## config.mk

```make
export PLATFORM = sky130hd
export DESIGN_NAME = waveform_extension
export DESIGN_NICKNAME = d
export VERILOG_FILES = /design/src/include/wave_ext_pkg.sv /design/src/hdl/axi_lite_slave.sv /design/src/hdl/dead_time_inserter.sv /design/src/hdl/waveform_extension.sv
export VERILOG_INCLUDE_DIRS = /design/src /design/src/include
export SDC_FILE = /design/constraint.sdc
export NUM_CORES = 1
export LEC_CHECK = 0
export BUFFER_PORTS_ARGS = -buffer_cell sky130_fd_sc_hd__buf_2
export CAP_MARGIN = 0
export CORE_MARGIN = 4
export CORE_UTILIZATION = 57
export CTS_CLUSTER_SIZE = 40
export DETAILED_ROUTE_END_ITERATION = 12
export GPL_TIMING_DRIVEN = 0
export PLACE_DENSITY_LB_ADDON = 0.25
export SYNTH_ARGS = -nofsm -noshare
export SYNTH_HDL_FRONTEND = slang
export SYNTH_SLANG_ARGS = --single-unit
```

## constraint.sdc

```tcl
create_clock -name sys_clk -period 2.6 [get_ports sys_clk]
set_input_delay 0.26 -clock sys_clk [delete_from_list [all_inputs] [get_ports sys_clk]]
set_output_delay 0.26 -clock sys_clk [all_outputs]
set_load 0.02 [all_outputs]
```

## src/include/waveform_extension_regs.svh

```systemverilog
// Register offsets, field positions and reset values of the waveform extension
`ifndef WAVEFORM_EXTENSION_REGS_SVH
`define WAVEFORM_EXTENSION_REGS_SVH

// ----------------------------------------------------------------
// Widths
// ----------------------------------------------------------------
`define AXI_AW 8
`define DT_W 8
`define PIN_W 8
`define EVT_W 8
`define CTRL_W 7
`define ST_W 2

// ----------------------------------------------------------------
// Byte offsets
// ----------------------------------------------------------------
`define OFS_CTRL 8'h00
`define OFS_FAULT_SEL 8'h04
`define OFS_STATUS 8'h08
`define OFS_INT_MASK 8'h0C
`define OFS_DT_BUF 8'h10
`define OFS_PAT_BUF 8'h14
`define OFS_PORT_OVR 8'h18

// ----------------------------------------------------------------
// Field positions
// ----------------------------------------------------------------
`define CTRL_PAT_BIT 4
`define CTRL_DIST_BIT 5
`define CTRL_HALT_BIT 6
`define ST_FAULT_BIT 0
`define ST_UPD_BIT 1

// ----------------------------------------------------------------
// Reset values and responses
// ----------------------------------------------------------------
`define RST_CTRL 7'h00
`define RESP_OKAY 2'h0
`define RESP_SLVERR 2'h2

`endif

```

## src/include/wave_ext_pkg.sv

```systemverilog
// Types shared by the waveform extension modules
`include "waveform_extension_regs.svh"
package wave_ext_pkg;

  typedef struct packed {
    logic [`AXI_AW-1:0] awaddr;
    logic awvalid;
    logic [31:0] wdata;
    logic [3:0] wstrb;
    logic wvalid;
    logic bready;
    logic [`AXI_AW-1:0] araddr;
    logic arvalid;
    logic rready;
  } axi_req_t;

  typedef struct packed {
    logic awready;
    logic wready;
    logic bvalid;
    logic [1:0] bresp;
    logic arready;
    logic rvalid;
    logic [31:0] rdata;
    logic [1:0] rresp;
  } axi_rsp_t;

  typedef struct packed {
    logic awPend;
    logic [`AXI_AW-1:0] awAddr;
    logic wPend;
    logic [31:0] wData;
    logic [3:0] wStrb;
    axi_rsp_t rsp;
  } slv_state_t;

  typedef struct packed {
    logic prevWave;
    logic [`DT_W-1:0] count;
    logic lowOn;
    logic highOn;
  } dead_state_t;

  typedef struct packed {
    logic [`CTRL_W-1:0] ctrl;
    logic [`EVT_W-1:0] faultSel;
    logic [`ST_W-1:0] status;
    logic [`ST_W-1:0] intMask;
    logic [`DT_W-1:0] dtLowBuf;
    logic [`DT_W-1:0] dtHighBuf;
    logic [`DT_W-1:0] dtLow;
    logic [`DT_W-1:0] dtHigh;
    logic [`PIN_W-1:0] patBuf;
    logic [`PIN_W-1:0] patOvrBuf;
    logic [`PIN_W-1:0] pat;
    logic [`PIN_W-1:0] patOvr;
    logic [`PIN_W-1:0] ovr;
    logic [`PIN_W-1:0] portOut;
    logic [`PIN_W-1:0] portOvr;
    logic timerHalt;
    logic irq;
  } top_state_t;

endpackage

```

## src/hdl/axi_lite_slave.sv

```systemverilog
// AXI4-Lite slave front end turning bus transfers into register strobes
`timescale 1ns/1ps
`default_nettype none
`include "waveform_extension_regs.svh"
module axi_lite_slave import wave_ext_pkg::*; (
  input wire logic sys_clk,
  input wire logic rst_b,
  input wire axi_req_t axiReq,
  output axi_rsp_t axiRsp,
  output logic wrEn,
  output logic [`AXI_AW-1:0] wrAddr,
  output logic [31:0] wrData,
  output logic [3:0] wrStrb,
  input wire logic wrOk,
  output logic rdEn,
  output logic [`AXI_AW-1:0] rdAddr,
  input wire logic [31:0] rdData,
  input wire logic rdOk
);

  slv_state_t s;
  slv_state_t n;

  // ----------------------------------------------------------------
  // Handshakes
  // ----------------------------------------------------------------
  // Address and data are held separately so either may arrive first
  always_comb begin
    n = s;
    wrEn = 1'b0;
    rdEn = axiReq.arvalid && s.rsp.arready;
    if (axiReq.awvalid && s.rsp.awready) begin
      n.awPend = 1'b1;
      n.awAddr = axiReq.awaddr;
      n.rsp.awready = 1'b0;
    end
    if (axiReq.wvalid && s.rsp.wready) begin
      n.wPend = 1'b1;
      n.wData = axiReq.wdata;
      n.wStrb = axiReq.wstrb;
      n.rsp.wready = 1'b0;
    end
    if (s.rsp.bvalid && axiReq.bready) begin
      n.rsp.bvalid = 1'b0;
    end
    if (s.awPend && s.wPend && !s.rsp.bvalid) begin
      wrEn = 1'b1;
      n.awPend = 1'b0;
      n.wPend = 1'b0;
      n.rsp.awready = 1'b1;
      n.rsp.wready = 1'b1;
      n.rsp.bvalid = 1'b1;
      n.rsp.bresp = wrOk ? `RESP_OKAY : `RESP_SLVERR;
    end
    if (s.rsp.rvalid && axiReq.rready) begin
      n.rsp.rvalid = 1'b0;
      n.rsp.arready = 1'b1;
    end
    if (rdEn) begin
      n.rsp.arready = 1'b0;
      n.rsp.rvalid = 1'b1;
      n.rsp.rdata = rdOk ? rdData : 32'h0;
      n.rsp.rresp = rdOk ? `RESP_OKAY : `RESP_SLVERR;
    end
  end

  always_ff @(posedge sys_clk) begin
    if (!rst_b) begin
      s <= '0;
      s.rsp.awready <= 1'b1;
      s.rsp.wready <= 1'b1;
      s.rsp.arready <= 1'b1;
    end else begin
      s <= n;
    end
  end

  assign axiRsp = s.rsp;
  assign wrAddr = s.awAddr;
  assign wrData = s.wData;
  assign wrStrb = s.wStrb;
  assign rdAddr = axiReq.araddr;

endmodule
`default_nettype wire

```

## src/hdl/dead_time_inserter.sv

```systemverilog
// One dead-time inserter: complementary low and high side from one waveform
`timescale 1ns/1ps
`default_nettype none
`include "waveform_extension_regs.svh"
module dead_time_inserter import wave_ext_pkg::*; (
  input wire logic sys_clk,
  input wire logic rst_b,
  input wire logic wave,
  input wire logic [`DT_W-1:0] lowDead,
  input wire logic [`DT_W-1:0] highDead,
  output logic lowSide,
  output logic highSide,
  output logic inDead
);

  dead_state_t s;
  dead_state_t n;

  // ----------------------------------------------------------------
  // Dead-time sequencing
  // ----------------------------------------------------------------
  // An edge with a nonzero count switches both sides off first; the side that turns on
  // waits its own count, so the switches never conduct together
  always_comb begin
    n = s;
    n.prevWave = wave;
    if (wave != s.prevWave) begin
      n.count = wave ? lowDead : highDead;
      n.lowOn = wave && (n.count == '0);
      n.highOn = !wave && (n.count == '0);
    end else if (s.count > `DT_W'(1)) begin
      n.count = s.count - `DT_W'(1);
    end else begin
      n.count = '0;
      n.lowOn = wave;
      n.highOn = !wave;
    end
  end

  always_ff @(posedge sys_clk) begin
    if (!rst_b) begin
      s <= '0;
    end else begin
      s <= n;
    end
  end

  assign lowSide = s.lowOn;
  assign highSide = s.highOn;
  assign inDead = (s.count != '0);
endmodule
`default_nettype wire

```

## src/hdl/waveform_extension.sv

```systemverilog
// Waveform extension: dead-time pairs, pattern generator, fault unit, bus slave
`timescale 1ns/1ps
`default_nettype none
`include "waveform_extension_regs.svh"

// Overview of operation
// - Each enabled channel splits its waveform into a pair
// - Low side follows waveform, high side inverted
// - Four inserters, eight-bit dead time counts
// - High and low dead times set separately
// - Dead times load from buffer at update
// - Optional timer halt during dead time
// - Override mask picks pins taking pair outputs
// - Pattern drives pins, loaded at update
// - Distribution puts channel A on all pins
// - Pattern mode bypasses the dead-time inserters
// - Selected event forces fault, outputs off
module waveform_extension import wave_ext_pkg::*; #(
  parameter int CHANNELS = 4
) (
  input wire logic sys_clk,
  input wire logic rst_b,
  input wire axi_req_t axiReq,
  output axi_rsp_t axiRsp,
  input wire logic [CHANNELS-1:0] waveIn,
  input wire logic timerUpdate,
  input wire logic [`EVT_W-1:0] faultEvent,
  output logic [`PIN_W-1:0] portOut,
  output logic [`PIN_W-1:0] portOverride,
  output logic timerHalt,
  output logic irq
);

  top_state_t s;
  top_state_t n;

  logic wrEn;
  logic rdEn;
  logic wrOk;
  logic rdOk;
  logic [`AXI_AW-1:0] wrAddr;
  logic [`AXI_AW-1:0] rdAddr;
  logic [31:0] wrData;
  logic [31:0] rdData;
  logic [3:0] wrStrb;
  logic [31:0] wMask;
  logic [31:0] wVal;
  logic [31:0] wClr;
  logic [`ST_W-1:0] stClr;
  logic faultTrig;
  logic [CHANNELS-1:0] pairEn;
  logic [CHANNELS-1:0] lowSide;
  logic [CHANNELS-1:0] highSide;
  logic [CHANNELS-1:0] inDead;
  logic [`PIN_W-1:0] pairPins;
  logic [`PIN_W-1:0] pairOvr;

  // ----------------------------------------------------------------
  // Decoding
  // ----------------------------------------------------------------
  // Unmapped offsets answer with an error and read as zero
  function automatic logic isMapped(input logic [`AXI_AW-1:0] a);
    case (a)
      `OFS_CTRL, `OFS_FAULT_SEL, `OFS_STATUS, `OFS_INT_MASK,
      `OFS_DT_BUF, `OFS_PAT_BUF, `OFS_PORT_OVR: isMapped = 1'b1;
      default: isMapped = 1'b0;
    endcase
  endfunction

  function automatic logic [31:0] readReg(input top_state_t t,
                                          input logic [`AXI_AW-1:0] a);
    case (a)
      `OFS_CTRL: readReg = 32'(t.ctrl);
      `OFS_FAULT_SEL: readReg = 32'(t.faultSel);
      `OFS_STATUS: readReg = 32'(t.status);
      `OFS_INT_MASK: readReg = 32'(t.intMask);
      `OFS_DT_BUF: readReg = 32'({t.dtHighBuf, t.dtLowBuf});
      `OFS_PAT_BUF: readReg = 32'({t.patOvrBuf, t.patBuf});
      `OFS_PORT_OVR: readReg = 32'(t.ovr);
      default: readReg = 32'h0;
    endcase
  endfunction

  function automatic logic [31:0] strbMask(input logic [3:0] b);
    logic [31:0] m;
    m = 32'h0;
    for (int i = 0; i < 4; i++) begin
      m[i*8 +: 8] = {8{b[i]}};
    end
    strbMask = m;
  endfunction

  // ----------------------------------------------------------------
  // Register bus
  // ----------------------------------------------------------------
  axi_lite_slave u_axi_lite_slave (
    .sys_clk(sys_clk),
    .rst_b(rst_b),
    .axiReq(axiReq),
    .axiRsp(axiRsp),
    .wrEn(wrEn),
    .wrAddr(wrAddr),
    .wrData(wrData),
    .wrStrb(wrStrb),
    .wrOk(wrOk),
    .rdEn(rdEn),
    .rdAddr(rdAddr),
    .rdData(rdData),
    .rdOk(rdOk)
  );

  assign wrOk = isMapped(wrAddr);
  assign rdOk = isMapped(rdAddr);
  assign rdData = readReg(s, rdAddr);
  assign wMask = strbMask(wrStrb);
  assign wVal = (readReg(s, wrAddr) & ~wMask) | (wrData & wMask);
  assign wClr = wrData & wMask;
  assign stClr = (wrEn && wrAddr == `OFS_STATUS) ? wClr[`ST_W-1:0] : '0;

  // ----------------------------------------------------------------
  // Dead-time inserters
  // ----------------------------------------------------------------
  assign pairEn = s.ctrl[CHANNELS-1:0];

  // One shared dead-time pair; each channel has its own counter.
  // Pin 2k carries the low side of channel k, pin 2k+1 its high side.
  generate
    for (genvar k = 0; k < CHANNELS; k++) begin : gen_pair
      dead_time_inserter u_dead_time_inserter (
        .sys_clk(sys_clk),
        .rst_b(rst_b),
        .wave(waveIn[k]),
        .lowDead(s.dtLow),
        .highDead(s.dtHigh),
        .lowSide(lowSide[k]),
        .highSide(highSide[k]),
        .inDead(inDead[k])
      );
      assign pairPins[2*k] = lowSide[k];
      assign pairPins[2*k+1] = highSide[k];
      assign pairOvr[2*k +: 2] = s.ovr[2*k +: 2] & {2{pairEn[k]}};
    end
  endgenerate

  assign faultTrig = |(faultEvent & s.faultSel);

  // ----------------------------------------------------------------
  // Next state
  // ----------------------------------------------------------------
  always_comb begin
    n = s;
    // Status is not written here: software clears it bit by bit below
    if (wrEn) begin
      case (wrAddr)
        `OFS_CTRL: n.ctrl = wVal[`CTRL_W-1:0];
        `OFS_FAULT_SEL: n.faultSel = wVal[`EVT_W-1:0];
        `OFS_INT_MASK: n.intMask = wVal[`ST_W-1:0];
        `OFS_DT_BUF: begin
          n.dtLowBuf = wVal[`DT_W-1:0];
          n.dtHighBuf = wVal[2*`DT_W-1:`DT_W];
        end
        `OFS_PAT_BUF: begin
          n.patBuf = wVal[`PIN_W-1:0];
          n.patOvrBuf = wVal[2*`PIN_W-1:`PIN_W];
        end
        `OFS_PORT_OVR: n.ovr = wVal[`PIN_W-1:0];
        default: begin
        end
      endcase
    end

    // A new event in the clearing cycle keeps its flag set
    n.status = (s.status & ~stClr);
    n.status[`ST_FAULT_BIT] = n.status[`ST_FAULT_BIT] | faultTrig;
    n.status[`ST_UPD_BIT] = n.status[`ST_UPD_BIT] | timerUpdate;

    // Buffers move to active only at the timer update point
    if (timerUpdate) begin
      n.dtLow = s.dtLowBuf;
      n.dtHigh = s.dtHighBuf;
      n.pat = s.patBuf;
      n.patOvr = s.patOvrBuf;
    end

    // Fault beats every mode; outputs forced low, not released to port
    if (n.status[`ST_FAULT_BIT]) begin
      n.portOut = '0;
      n.portOvr = '1;
    end else if (s.ctrl[`CTRL_DIST_BIT]) begin
      n.portOut = {`PIN_W{waveIn[0]}};
      n.portOvr = '1;
    end else if (s.ctrl[`CTRL_PAT_BIT]) begin
      n.portOut = s.pat;
      n.portOvr = s.patOvr;
    end else if (|pairEn) begin
      n.portOut = pairPins;
      n.portOvr = pairOvr;
    end else begin
      n.portOut = '0;
      n.portOvr = '0;
    end

    // Halt is suppressed while pattern mode bypasses the inserters
    n.timerHalt = s.ctrl[`CTRL_HALT_BIT] && !s.ctrl[`CTRL_PAT_BIT] &&
                  (|(inDead & pairEn));
    n.irq = |(n.status & n.intMask);
  end

  always_ff @(posedge sys_clk) begin
    if (!rst_b) begin
      s <= '0;
    end else begin
      s <= n;
    end
  end

  assign portOut = s.portOut;
  assign portOverride = s.portOvr;
  assign timerHalt = s.timerHalt;
  assign irq = s.irq;
endmodule
`default_nettype wire

```

* Word level (Yosys, flattened, before mapping)
Cells that the tools add are included.
** Word-level totals
- Register bits :: 222
- Latch bits :: 0
- RAM bits :: 0
- Memory bits (read-only) :: 0
- Input bits :: 72
- Output and inout bits :: 59
- Word-level logic and storage cells :: 175
- Memories kept :: 0
** Operators by class
- Add/sub/neg operators :: 4
- Multipliers :: 0
- Div/mod/pow operators :: 0
- Magnitude comparators :: 4
- Eq/ne operators :: 20
- Shift operators :: 0
- Mux-type cells :: 36
- Bitwise operators :: 16
- Reductions and logical operators :: 49
** Operators with widths (number)
- one-hot mux 16 bit (7 select lines) :: 2
- two-way mux 16 bit :: 5
- two-way mux 8 bit :: 9
- equality test 8 x 5 -> 1 bit, second input constant :: 6
- logical NOT 8 bit :: 6
- two-way mux 10 bit :: 4
- two-way mux 36 bit :: 1
- bitwise AND 16 bit :: 2
- equality test 8 x 4 -> 1 bit, second input constant :: 4
- > comparator 8 x 1 -> 1 bit, second input constant :: 4
- nonzero test 8 bit :: 4
- subtractor 8 x 1 -> 8 bit, second input constant :: 4
- logical AND 1 bit :: 18
- two-way mux 18 bit :: 1
- two-way mux 2 bit :: 9
- equality test 8 x 3 -> 1 bit, second input constant :: 2
- inverter 16 bit :: 1
- OR 16 bit :: 1
- OR reduction 7 bit :: 2
- bitwise AND 2 bit :: 6
- AND reduction 2 bit :: 5
- bitwise AND 8 bit :: 1
- inequality test 2 x 1 -> 1 bit, second input constant :: 4
- OR reduction 4 bit :: 2
- other kinds (11) :: 26

* Depth between registers and ports, before layout
Gate-level depths: netlist of run 1.
- Word-level depth :: 10
- Gate-level depth with buffers :: 8
- Depth with buffers taken out :: 7

* Hierarchy
From an unflattened synthesis of run 1, not the netlist that was laid out.
** Second synthesis, totals
- Cell total of the unflattened synthesis :: 1407
- Area, all modules :: 12564.6 µm²
** Modules (own cells, without submodules)
- waveform_extension :: times used 1, cells an instance 614, area each 5308.8 µm², sequential area each 2182.1 µm²
- axi_lite_slave :: times used 1, cells an instance 475, area each 4468.0 µm², sequential area each 1701.6 µm²
- dead_time_inserter at gen_pair[0].u_dead_time_inserter ... :: times used 3, cells an instance 80, area each 696.9 µm², sequential area each 220.2 µm²
- dead_time_inserter at gen_pair[3].u_dead_time_inserter :: times used 1, cells an instance 78, area each 696.9 µm², sequential area each 220.2 µm²

* Worst setup path before layout of run 1
Ideal clock, no wire load.
- Path type :: input to register
- From :: input port axiReq[2] in the netlist's numbering
- To :: register u_axi_lite_slave.s (netlist bit u_axi_lite_slave.axiRsp[9])
- Library setup time :: 0.058 ns
- Data arrival time :: 2.036 ns
- Data required time :: 2.542 ns
- Path slack :: 0.506 ns
- Cell stages on the path :: 8
- Path buffers :: 3
- Cells stage by stage :: or4_1 -> buf_2 -> or4_4 -> buf_6 -> or2_1 -> buf_6 -> a21oi_2 -> a21o_1
** Between the ends
- Longest elaborated chain between the ends :: 4
- Elaborated cells between the ends (all ways) :: 11
- Classes of those cells :: 6 x eq/ne; 3 x mux; 2 x reduce/logical
** RTL lines
- start: declaration :: RTL line waveform_extension.sv:23 : input wire axi_req_t axiReq,
- equality test 8 x 5 -> 1 bit, or another cell as far along :: RTL line waveform_extension.sv:63, waveform_extension.sv:72
- OR reduction 7 bit :: RTL line waveform_extension.sv:63 : case (a)
- two-way mux 1 bit :: RTL line waveform_extension.sv:63
- two-way mux 16 bit (*) :: RTL line axi_lite_slave.sv:62 : n.rsp.rdata = rdOk ? rdData : 32'h0;
- end signal: assignment :: RTL line axi_lite_slave.sv:74 : s <= n;
- end: declaration :: RTL line axi_lite_slave.sv:21 : slv_state_t s;
Every way passes the cells marked *; elsewhere a longest branch is shown, timed or not.
A chain may end at the register's enable or synchronous reset.

* Final worst setup path of run 1
- From :: register u_axi_lite_slave.s (netlist bit u_axi_lite_slave.wrAddr[4])
- To :: register s[76] in the netlist's numbering
** Between the ends
- Longest elaborated chain between the ends :: 4
- Elaborated cells between the ends (all ways) :: 11
- Classes of those cells :: 6 x eq/ne; 1 x mux; 2 x bitwise; 2 x reduce/logical
** RTL lines
- equality test 8 x 5 -> 1 bit, or another cell as far along :: RTL line waveform_extension.sv:72 : case (a)
- one-hot mux 16 bit (7 select lines) :: RTL line waveform_extension.sv:72
- bitwise AND 16 bit :: RTL line waveform_extension.sv:116 : assign wVal = (readReg(s, wrAddr) & ~wMask) | (wrData & wMask);
- OR 16 bit :: RTL line waveform_extension.sv:116
- end signal: assignment :: RTL line waveform_extension.sv:213 : s <= n;
- end: declaration :: RTL line waveform_extension.sv:34 : top_state_t s;
Several ways; a longest one is shown, not always the timed one.

==> impl_metrics.yaml, run 1 <==
run_status:
  outcome: "complete, no violations"
yosys:
  synth_seq_area_share_pct: 43.8
  yosys.area.top_type: "dfxtp_1"
  yosysTopAreaCellShare_pct: 43.8
  synth_area_leaders: "dfxtp_1 (44%), mux2i_1 (4.9%), nor2_1 (4.8%)"
  syn_area_um2: 9320
  async_flop_share_pct: 0
  syn_inst: 1050
  synth_ff_type: "dfxtp_1"
  synth-seq-cells: 204
  yosysWarnings: 0
  avgSynthCellArea_um2: 8.88
  ys_types: 66
  synth_edf_count: 0
cells_and_area:
  nNetsFinal: 1274
  final_layout_size_suffix_gt1_share_pct: 19.0
  post-route-util_pct: 69.6
  nFillCells: 1223
  area_delta_synth_final_pct: 19.1
  fin_cells: 1426
  final_cell_area_um2: 11100
  num_antenna_cells: 0
setup_path:
  path_cells: "or3b_2 > nor4_4 > nor2b_1 > buf_2 > nand2_1 > o22ai_1"
  cp_top_family: "simple AND/OR/NAND/NOR gates"
  required_ns: 3.03
  start_kind: "flop"
  cpMaxStageDelayCell: "nor4_4"
  cp.arrival_ns: 2.95
  end_kind: "flop"
  crit_type: "flop to flop"
  cp_max_fo: 9
  cp_num_buf_inv: 1
  max_stage_delay_ns: 0.54
power_and_ir_drop:
  total_power_mw: 9.45
  max-vdd-ir-drop_mv: 0.499
  p_per_area_nw_per_um2: 851
  leakage_nw: 4.56
routing:
  vias_per_cell: 6.05
  drt_drc_violations_left: 0
  first_pass_iters: 8
  num_vias: 8631
  drt_wl_total_um: 27600
  drt_iter0_drc: 1119
  ant_nets: 0
  avgRoutedWirePerCell_um: 19.3
timing:
  finalClockSkew_ns: 0.0266
  rsz0062_at_grt: "no"
  final_max_slew_viol_count: 0
  fmax_ghz: 0.396
  timing.final.crit_share_pct: 97.0
  finalWorstSetupSlack_ns: 0.0775
  hold_ws_ns: 0.00366
  slew_headroom_pct: 33.8
  layout_min_cycle_time_ns: 2.52
  final_hold_viol_count: 0
  setup_violations: 0
  worstMarginPinSlew_ns: 0.990
  setup_tns_ns: 0
floorplan:
  core_um2: 15900
  die_y_um: 136
  die_w_um: 136
  die_area_um2: 18500
  num_rows: 46
  initial_utilization_pct: 58.5
  ioPinCount: 131
flow_run:
  cap_violations: 0
global_route:
  antenna_found_initial: 0
  first_global_vias: 7787
  grt_max_degree: 16
  track_usage_pct: 28.5
  overflow: 0
  grt_first_pass_wirelength_um: 41700
clock_tree:
  clockBufferDepth: 3
  root_buffer: "clkbuf_16"
  clk_pin_slew_worst_paths_ns: 0.06
  htreeDepth: 1
  cts_tree: "done"
  numCtsBuffers: 22
  cts.sinks: 204
  insertion_delay_ns: 0.52
place:
  hpwlAfterDp_um: 19800
  place_congestion: 0.973
  placed_cells: 1374
  io_buffers: 91
  place_ws_ns: 0.0141
  place_area_um2: 10100
hold_path:
  hold_path_class: "input port to flop"
==> layout make-up <==
class	count	area, um2	share of cell area [%]
repair buffers	103	573	5.16
well taps	216	270	2.43
flip-flops and latches	204	4080	36.8
plain buffers	127	731	6.58
multi-input cells	716	4530	40.8
clock buffers	26	596	5.37
inverters	20	75.1	0.676
clock inverters	14	245	2.21
==> placed cells by master (no fill, tap or decap), types with 32 or more instances in the layout <==
master    synthesis  routed
buf_2            10     101
nand2_1          98      98
dfxtp_1         204     204
buf_4            58      59
mux2i_1          46      46
nor2_1          119     118
o21ai_0          46      46
a222oi_1         32      32
a21oi_1          80      80
clkbuf_1         49      49
==> flip-flops by register name, summed over array words and instances (netlist names) <==
signal	flops
u_axi_lite_slave.wrData	16
s	87
u_axi_lite_slave.wrAddr	8
u_axi_lite_slave.s	2
irq	1
u_axi_lite_slave.wrStrb	2
portOverride	8
u_axi_lite_slave.axiRsp	23
portOut	8
timerHalt	1
pairEn	4
gen_pair.u_dead_time_inserter.s	36
gen_pair.u_dead_time_inserter.highSide	4
gen_pair.u_dead_time_inserter.lowSide	4
==> layer usage <==
metal	vias to the layer above	global-route usage (%)	routed length, um
met5	-	0	0
met4	0	10.6	1030
met3	97	5.00	2890
met2	536	44.8	12300
met1	3960	39.6	11400
li1	4038	-	-
==> final timing paths <==
kind         slack [ns]                  startpoint                          to  cells past startpoint
max reg2reg        0.08  u_axi_lite_slave.wrAddr[4]                       s[76]                      6
min               0.004                  axiReq[21]  u_axi_lite_slave.wrData[5]                      3
max                0.08  u_axi_lite_slave.wrAddr[4]                       s[76]                      6
min reg2reg        0.45  u_axi_lite_slave.axiRsp[5]  u_axi_lite_slave.axiRsp[5]                      2
==> worst min-delay path: stages <==
cell and delay [ns]:
buf_2 0.10, nand2_1 0.05, a21oi_1 0.05
==> what timing repair did <==
action	CTS	global route
buffers inserted	0	1
setup endpoints to repair	0	52
resized for setup	0	10
endpoints found under the hold margin	11	0
hold buffers	11	0
==> report_power, final <==
group          switching [mW]  internal (mW)  total [mW]  leakage [nW]
Sequential              0.231           3.38        3.61          1.66
Clock                    1.31           2.25        3.56         0.410
Combinational            1.26           1.01        2.28          2.49
Total                    2.80           6.65        9.45          4.56
==> synthesized netlist by cell type (all sizes together), types with 9 or more instances <==
cell type / number
dfxtp: 204
a222oi: 32
a211oi: 11
nand3: 12
nor2: 119
a221oi: 10
inv: 20
a21oi: 81
nor2b: 16
mux2i: 46
buf: 78
o21ai: 53
nor4: 13
or4: 9
clkbuf: 49
o22ai: 22
a22oi: 32
nand2: 98
xor2: 19
nor3: 14
a2bb2oi: 13
==> cell families after synthesis <==
group / after synthesis / share of synthesized area (%)
muxes: 54 / 6.63
xor gates and xnor gates: 23 / 2.16
AOI/OAI and AO/OA: 293 / 21.5
buffers and inverters: 147 / 8.63
other: 1 / 0.0402
DFF: 204 / 43.8
adders and majority gates: 8 / 1.07
and+or+nand+nor: 320 / 16.2
No activity file was read; power rests on OpenSTA's default activity.
==> run 2: changes to the inputs <==
CORE_MARGIN = unset   (was 4)
CORE_UTILIZATION = 52   (was 57)
clock period = 2.3 ns   (was 2.6 ns; I/O delays follow)
==> run 2 against run 1 <==
  * The run now ends with negative setup slack left
  * Core utilization down 4.7 points
  * Clock power shrank 4%
  * Clock skew fell by 0.018 ns
  * Register-to-register slack lost 0.10 ns
  * Power up 7.4%
  * Cell count grew 2.0%
  * Worst hold slack improved by 0.0094 ns
  * First-iteration DRC count grew 0.45%
==> impl_metrics.yaml, run 2 (synthesis results as in run 1) <==
place:
  hpwlAfterDp_um: 19700
  io_buffers: 91
  place_congestion: 0.950
  placed_cells: 1383
  place_area_um2: 10100
routing:
  drt_iter0_drc: 1124
  drt_drc_violations_left: 0
  avgRoutedWirePerCell_um: 19.5
  ant_nets: 0
  first_pass_iters: 9
  vias_per_cell: 6.02
  drt_wl_total_um: 28300
  num_vias: 8751
timing:
  timing.final.crit_share_pct: 101
  finalClockSkew_ns: 0.00854
  worstMarginPinSlew_ns: 0.968
  slew_headroom_pct: 35.3
  layout_min_cycle_time_ns: 2.32
  setup_violations: 2
  finalWorstSetupSlack_ns: -0.0229
  final_max_slew_viol_count: 0
  final_hold_viol_count: 0
  rsz0062_at_grt: "yes"
  fmax_ghz: 0.431
power_and_ir_drop:
  total_power_mw: 10.2
  pwr-share-comb_pct: 26.1
  p_sw_share_pct: 30.8
  leakage_nw: 4.62
  seqPwrFrac_pct: 40.3
  switchingPower_mw: 3.13
  clkPwrFrac_pct: 33.6
  p_int_mw: 7.02
  p_per_area_nw_per_um2: 898
  max-vdd-ir-drop_mv: 0.551
clock_tree:
  root_buffer: "clkbuf_16"
  htreeDepth: 1
  numCtsBuffers: 22
  clk_pin_slew_worst_paths_ns: 0.06
  clockBufferDepth: 3
  cts.sinks: 204
  cts_tree: "done"
  insertion_delay_ns: 0.50
setup_path:
  cp_num_buf_inv: 1
  cp.arrival_ns: 2.76
  path_cells: "or4b_4 > o41ai_4 > nand4_1 > buf_4 > a211o_4 > nor2_4"
  max_stage_delay_ns: 0.56
  cpMaxStageDelayCell: "or4b_4"
  cp_max_fo: 8
  cp_top_family: "simple AND/OR/NAND/NOR gates"
  start_kind: "flop"
  end_kind: "flop"
  crit_type: "flop to flop"
  required_ns: 2.73
floorplan:
  die_w_um: 136
  die_area_um2: 18500
  initial_utilization_pct: 53.5
  num_rows: 48
  die_y_um: 136
  core_um2: 17400
  ioPinCount: 131
cells_and_area:
  multi_input_area_um2: 4640
  largest_reg_flops: 87
  final_common_cell: "dfxtp_1"
  final_cell_mix: "dfxtp_1 (200), nor2_1 (112), buf_2 (99)"
  largest_register: "s"
  area_delta_synth_final_pct: 21.4
  fin_cells: 1454
  final_cell_area_um2: 11300
  nNetsFinal: 1293
  post-route-util_pct: 64.9
  nFillCells: 1462
  regArea_um2: 4090
  final_layout_size_suffix_gt1_share_pct: 21.4
flow_run:
  cap_violations: 0
global_route:
  grt_max_degree: 14
  antenna_found_initial: 1
  first_global_vias: 7768
  grt_first_pass_wirelength_um: 42800
  track_usage_pct: 30.2
  overflow: 0
run_status:
  violations: "negative setup slack"
  outcome: "finished, violations left"
hold_path:
  hold_path_class: "input port to flop"
==> run 2: worst reg2reg max path: cells and delay by family, from the launching register on <==
family,cells,cell delay [ns]
AOI/OAI and AO/OA,2,0.79
buffers and inverters,1,0.19
DFF,1,0.34
and+or+nand+nor,3,0.93
==> run 2: metal layers <==
metal | part of all wire (%) | global-route usage (%) | routed length (um)
met5 | 0 | 0 | 0
met4 | 3.8 | 13.3 | 1080
met3 | 12 | 5.56 | 3320
met2 | 43 | 45.0 | 12200
met1 | 41 | 42.6 | 11700
==> run 2: what timing repair did <==
item,in CTS,in global routing
resized for setup,16,43
setup endpoints to repair,65,87
gates cloned,0,0
pin swaps,3,10
setup buffers,2,5
hold buffers,27,0
hold endpoints to repair,27,0
==> run 2: cell type report <==
| class | instances | share of cell area, % |
|---|---|---|
| inverters | 20 | 0.664 |
| well taps | 225 | 2.49 |
| repair buffers | 125 | 6.88 |
| diodes | 1 | 0.0221 |
| flip-flops and latches | 204 | 36.2 |
| plain buffers | 124 | 6.50 |
| multi-input cells | 716 | 41.0 |
| clock buffers | 34 | 5.98 |
| clock inverters | 5 | 0.243 |
==> run 2: power groups by stage <==
| stage | combinational, mW | clock, mW | sequential [mW] |
|---|---|---|---|
| final | 2.65 | 3.41 | 4.09 |
| after global routing | 2.92 | 3.58 | 4.13 |
| after CTS | 2.58 | 3.43 | 4.08 |
| after detailed placement | 2.50 | 0 | 4.16 |
| after global placement | 2.46 | 0 | 4.15 |
| after floorplan | 2.03 | 0 | 4.08 |
==> run 2: path summary, 6_finish.rpt <==
check	start	slack [ns]	end	depth (start not counted)
max reg2reg	u_axi_lite_slave.wrAddr[1]	-0.02	portOut[2]	6
min	axiReq[53]	0.01	u_axi_lite_slave.wrAddr[4]	3
min reg2reg	u_axi_lite_slave.axiRsp[7]	0.45	u_axi_lite_slave.axiRsp[7]	2
max	u_axi_lite_slave.wrAddr[1]	-0.02	portOut[2]	6
==> run 2: stage by stage <==
stage               TNS, ns  hold WS (ns)  worst slack [ns]
floorplan                 0         0.352             0.236
detailed placement   -10.59         0.442            -0.494
finish              -0.0255        0.0131           -0.0229
global route         -0.833        0.0337           -0.0734
global placement     -11.68         0.439            -0.572
CTS                       0      0.000842          0.000664
==> run 3: changes to the inputs <==
SKIP_CTS_REPAIR_TIMING = 1   (was unset)
==> run 3 against run 2 <==
  * The run ends with negative hold slack left
  * Cell count decreased by 1.0%
  * Sequential cell count unchanged
  * Clock-buffer cell count unchanged
  * First-iteration DRC count decreased by 12%
  * Largest power group unchanged
  * Die area unchanged
==> impl_metrics.yaml, run 3 (synthesis results as in run 1) <==
run_status:
  outcome: "finished, violations left"
  violations: "negative hold slack"
cells_and_area:
  final_cell_mix: "dfxtp_1 (202), nor2_1 (116), buf_2 (99)"
  multi_input_area_um2: 4580
  area_delta_synth_final_pct: 19.2
  nFillCells: 1488
  nNetsFinal: 1279
  final_layout_size_suffix_gt1_share_pct: 20.2
  final_common_cell: "dfxtp_1"
  fin_cells: 1439
  regArea_um2: 4090
  largest_register: "s"
  largest_reg_flops: 87
  post-route-util_pct: 63.8
  num_antenna_cells: 0
setup_path:
  cp.arrival_ns: 2.68
  max_stage_delay_ns: 0.58
  path_cells: "or4b_4 > o41ai_4 > nand4_1 > buf_4 > a211o_4 > nor2_2"
  cp_num_buf_inv: 1
  end_kind: "flop"
  cp_top_family: "simple AND/OR/NAND/NOR gates"
  crit_type: "flop to flop"
  cpMaxStageDelayCell: "or4b_4"
  cp_max_fo: 8
  required_ns: 2.73
  start_kind: "flop"
timing:
  fmax_ghz: 0.445
  final_hold_viol_count: 9
  timing.final.crit_share_pct: 97.7
  setup_violations: 0
  slew_headroom_pct: 34.9
  finalClockSkew_ns: 0.0108
  worstMarginPinSlew_ns: 0.974
  layout_min_cycle_time_ns: 2.25
  hold_ws_ns: -0.0297
  setup_tns_ns: 0
  final_max_slew_viol_count: 0
routing:
  route.met3.wl_um: 3360
  num_vias: 8602
  drt_iter0_drc: 993
  drt_drc_violations_left: 0
  first_pass_iters: 9
  top_layer: "met4"
  dr_wl_met2_um: 11800
  ant_nets: 0
  avgRoutedWirePerCell_um: 19.4
  m1WireLength_um: 11600
  drt_wl_total_um: 27900
  vias_per_cell: 5.98
clock_tree:
  htreeDepth: 1
  clockBufferDepth: 3
  numCtsBuffers: 22
  root_buffer: "clkbuf_16"
  insertion_delay_ns: 0.51
  cts_tree: "done"
  cts.sinks: 204
  clk_pin_slew_worst_paths_ns: 0.06
global_route:
  grt_max_degree: 14
  overflow: 0
  first_global_vias: 7486
  track_usage_pct: 29.5
  antenna_found_initial: 0
  grt_first_pass_wirelength_um: 41700
place:
  placed_cells: 1383
  place_congestion: 0.950
  hpwlAfterDp_um: 19700
  io_buffers: 91
power_and_ir_drop:
  max-vdd-ir-drop_mv: 0.544
  seqPwrFrac_pct: 40.4
  switchingPower_mw: 3.11
  p_per_area_nw_per_um2: 910
  clkPwrFrac_pct: 33.7
  p_sw_share_pct: 30.7
  leakage_nw: 4.55
  p_int_mw: 7.00
  pwr-share-comb_pct: 25.9
hold_path:
  hold_path_class: "input port to flop"
floorplan:
  core_um2: 17400
  die_w_um: 136
  num_rows: 48
  die_area_um2: 18500
  ioPinCount: 131
  die_y_um: 136
  initial_utilization_pct: 53.5
flow_run:
  cap_violations: 0
-- run 3: cell types whose count changed in the layout (fill, tap and decap cells not counted), moves of 2 or more --
cell           before  now
dlygate4sd3_1      27   15
a21oi_1            72   80
a21oi_2             9    1
nor2_1            112  116
nor2_4              3    0
buf_4              68   66
dfxtp_1           200  202
-- run 3: layer usage --
layer / vias up / track usage (%)
li1: 4046 / -
met1: 3929 / 42.5
met2: 537 / 42.8
met3: 90 / 5.70
met4: 0 / 12.5
met5: - / 0
-- run 3: worst register-to-register path: cells and delay by family, from the launching register on --
family / cells / cell delay, ns
flops: 1 / 0.35
buf+inv: 1 / 0.19
simple gates: 3 / 0.88
compound gates: 2 / 0.77
-- run 3: power by group through the flow --
| stage | Combinational [mW] | Sequential, mW | Clock [mW] |
|---|---|---|---|
| after global placement | 2.46 | 4.15 | 0 |
| after global routing | 2.89 | 4.13 | 3.58 |
| after floorplan | 2.03 | 4.08 | 0 |
| after detailed placement | 2.50 | 4.16 | 0 |
| after CTS | 2.53 | 4.08 | 3.43 |
| final | 2.62 | 4.09 | 3.41 |
-- run 3: final timing paths --
path	from	endpoint	slack (ns)	depth (start not counted)
max	u_axi_lite_slave.wrAddr[0]	portOut[2]	0.05	6
min	axiReq[30]	u_axi_lite_slave.wrData[14]	-0.03	3
max reg2reg	u_axi_lite_slave.wrAddr[0]	portOut[2]	0.05	6
min reg2reg	u_axi_lite_slave.axiRsp[7]	u_axi_lite_slave.axiRsp[7]	0.45	2
-- run 3: metrics by stage --
stage / instance area (um2) / hold WS, ns / power, mW / worst slack [ns]
finish: 11100 / -0.0297 / 10.1 / 0.0520
CTS: 10800 / -0.0458 / 10.0 / -0.528
global placement: 10100 / 0.439 / 6.61 / -0.572
global route: 11100 / 0.0000616 / 10.6 / -0.0340
detailed placement: 10100 / 0.442 / 6.65 / -0.494
floorplan: 9380 / 0.352 / 6.11 / 0.236
-- run 3: layout make-up --
class                   instances  share of cell area (%)
clock buffers                  34                    6.09
repair buffers                111                    5.79
clock inverters                 5                   0.248
flip-flops and latches        204                    36.8
inverters                      20                   0.676
multi-input cells             716                    41.3
plain buffers                 124                    6.61
well taps                     225                    2.53
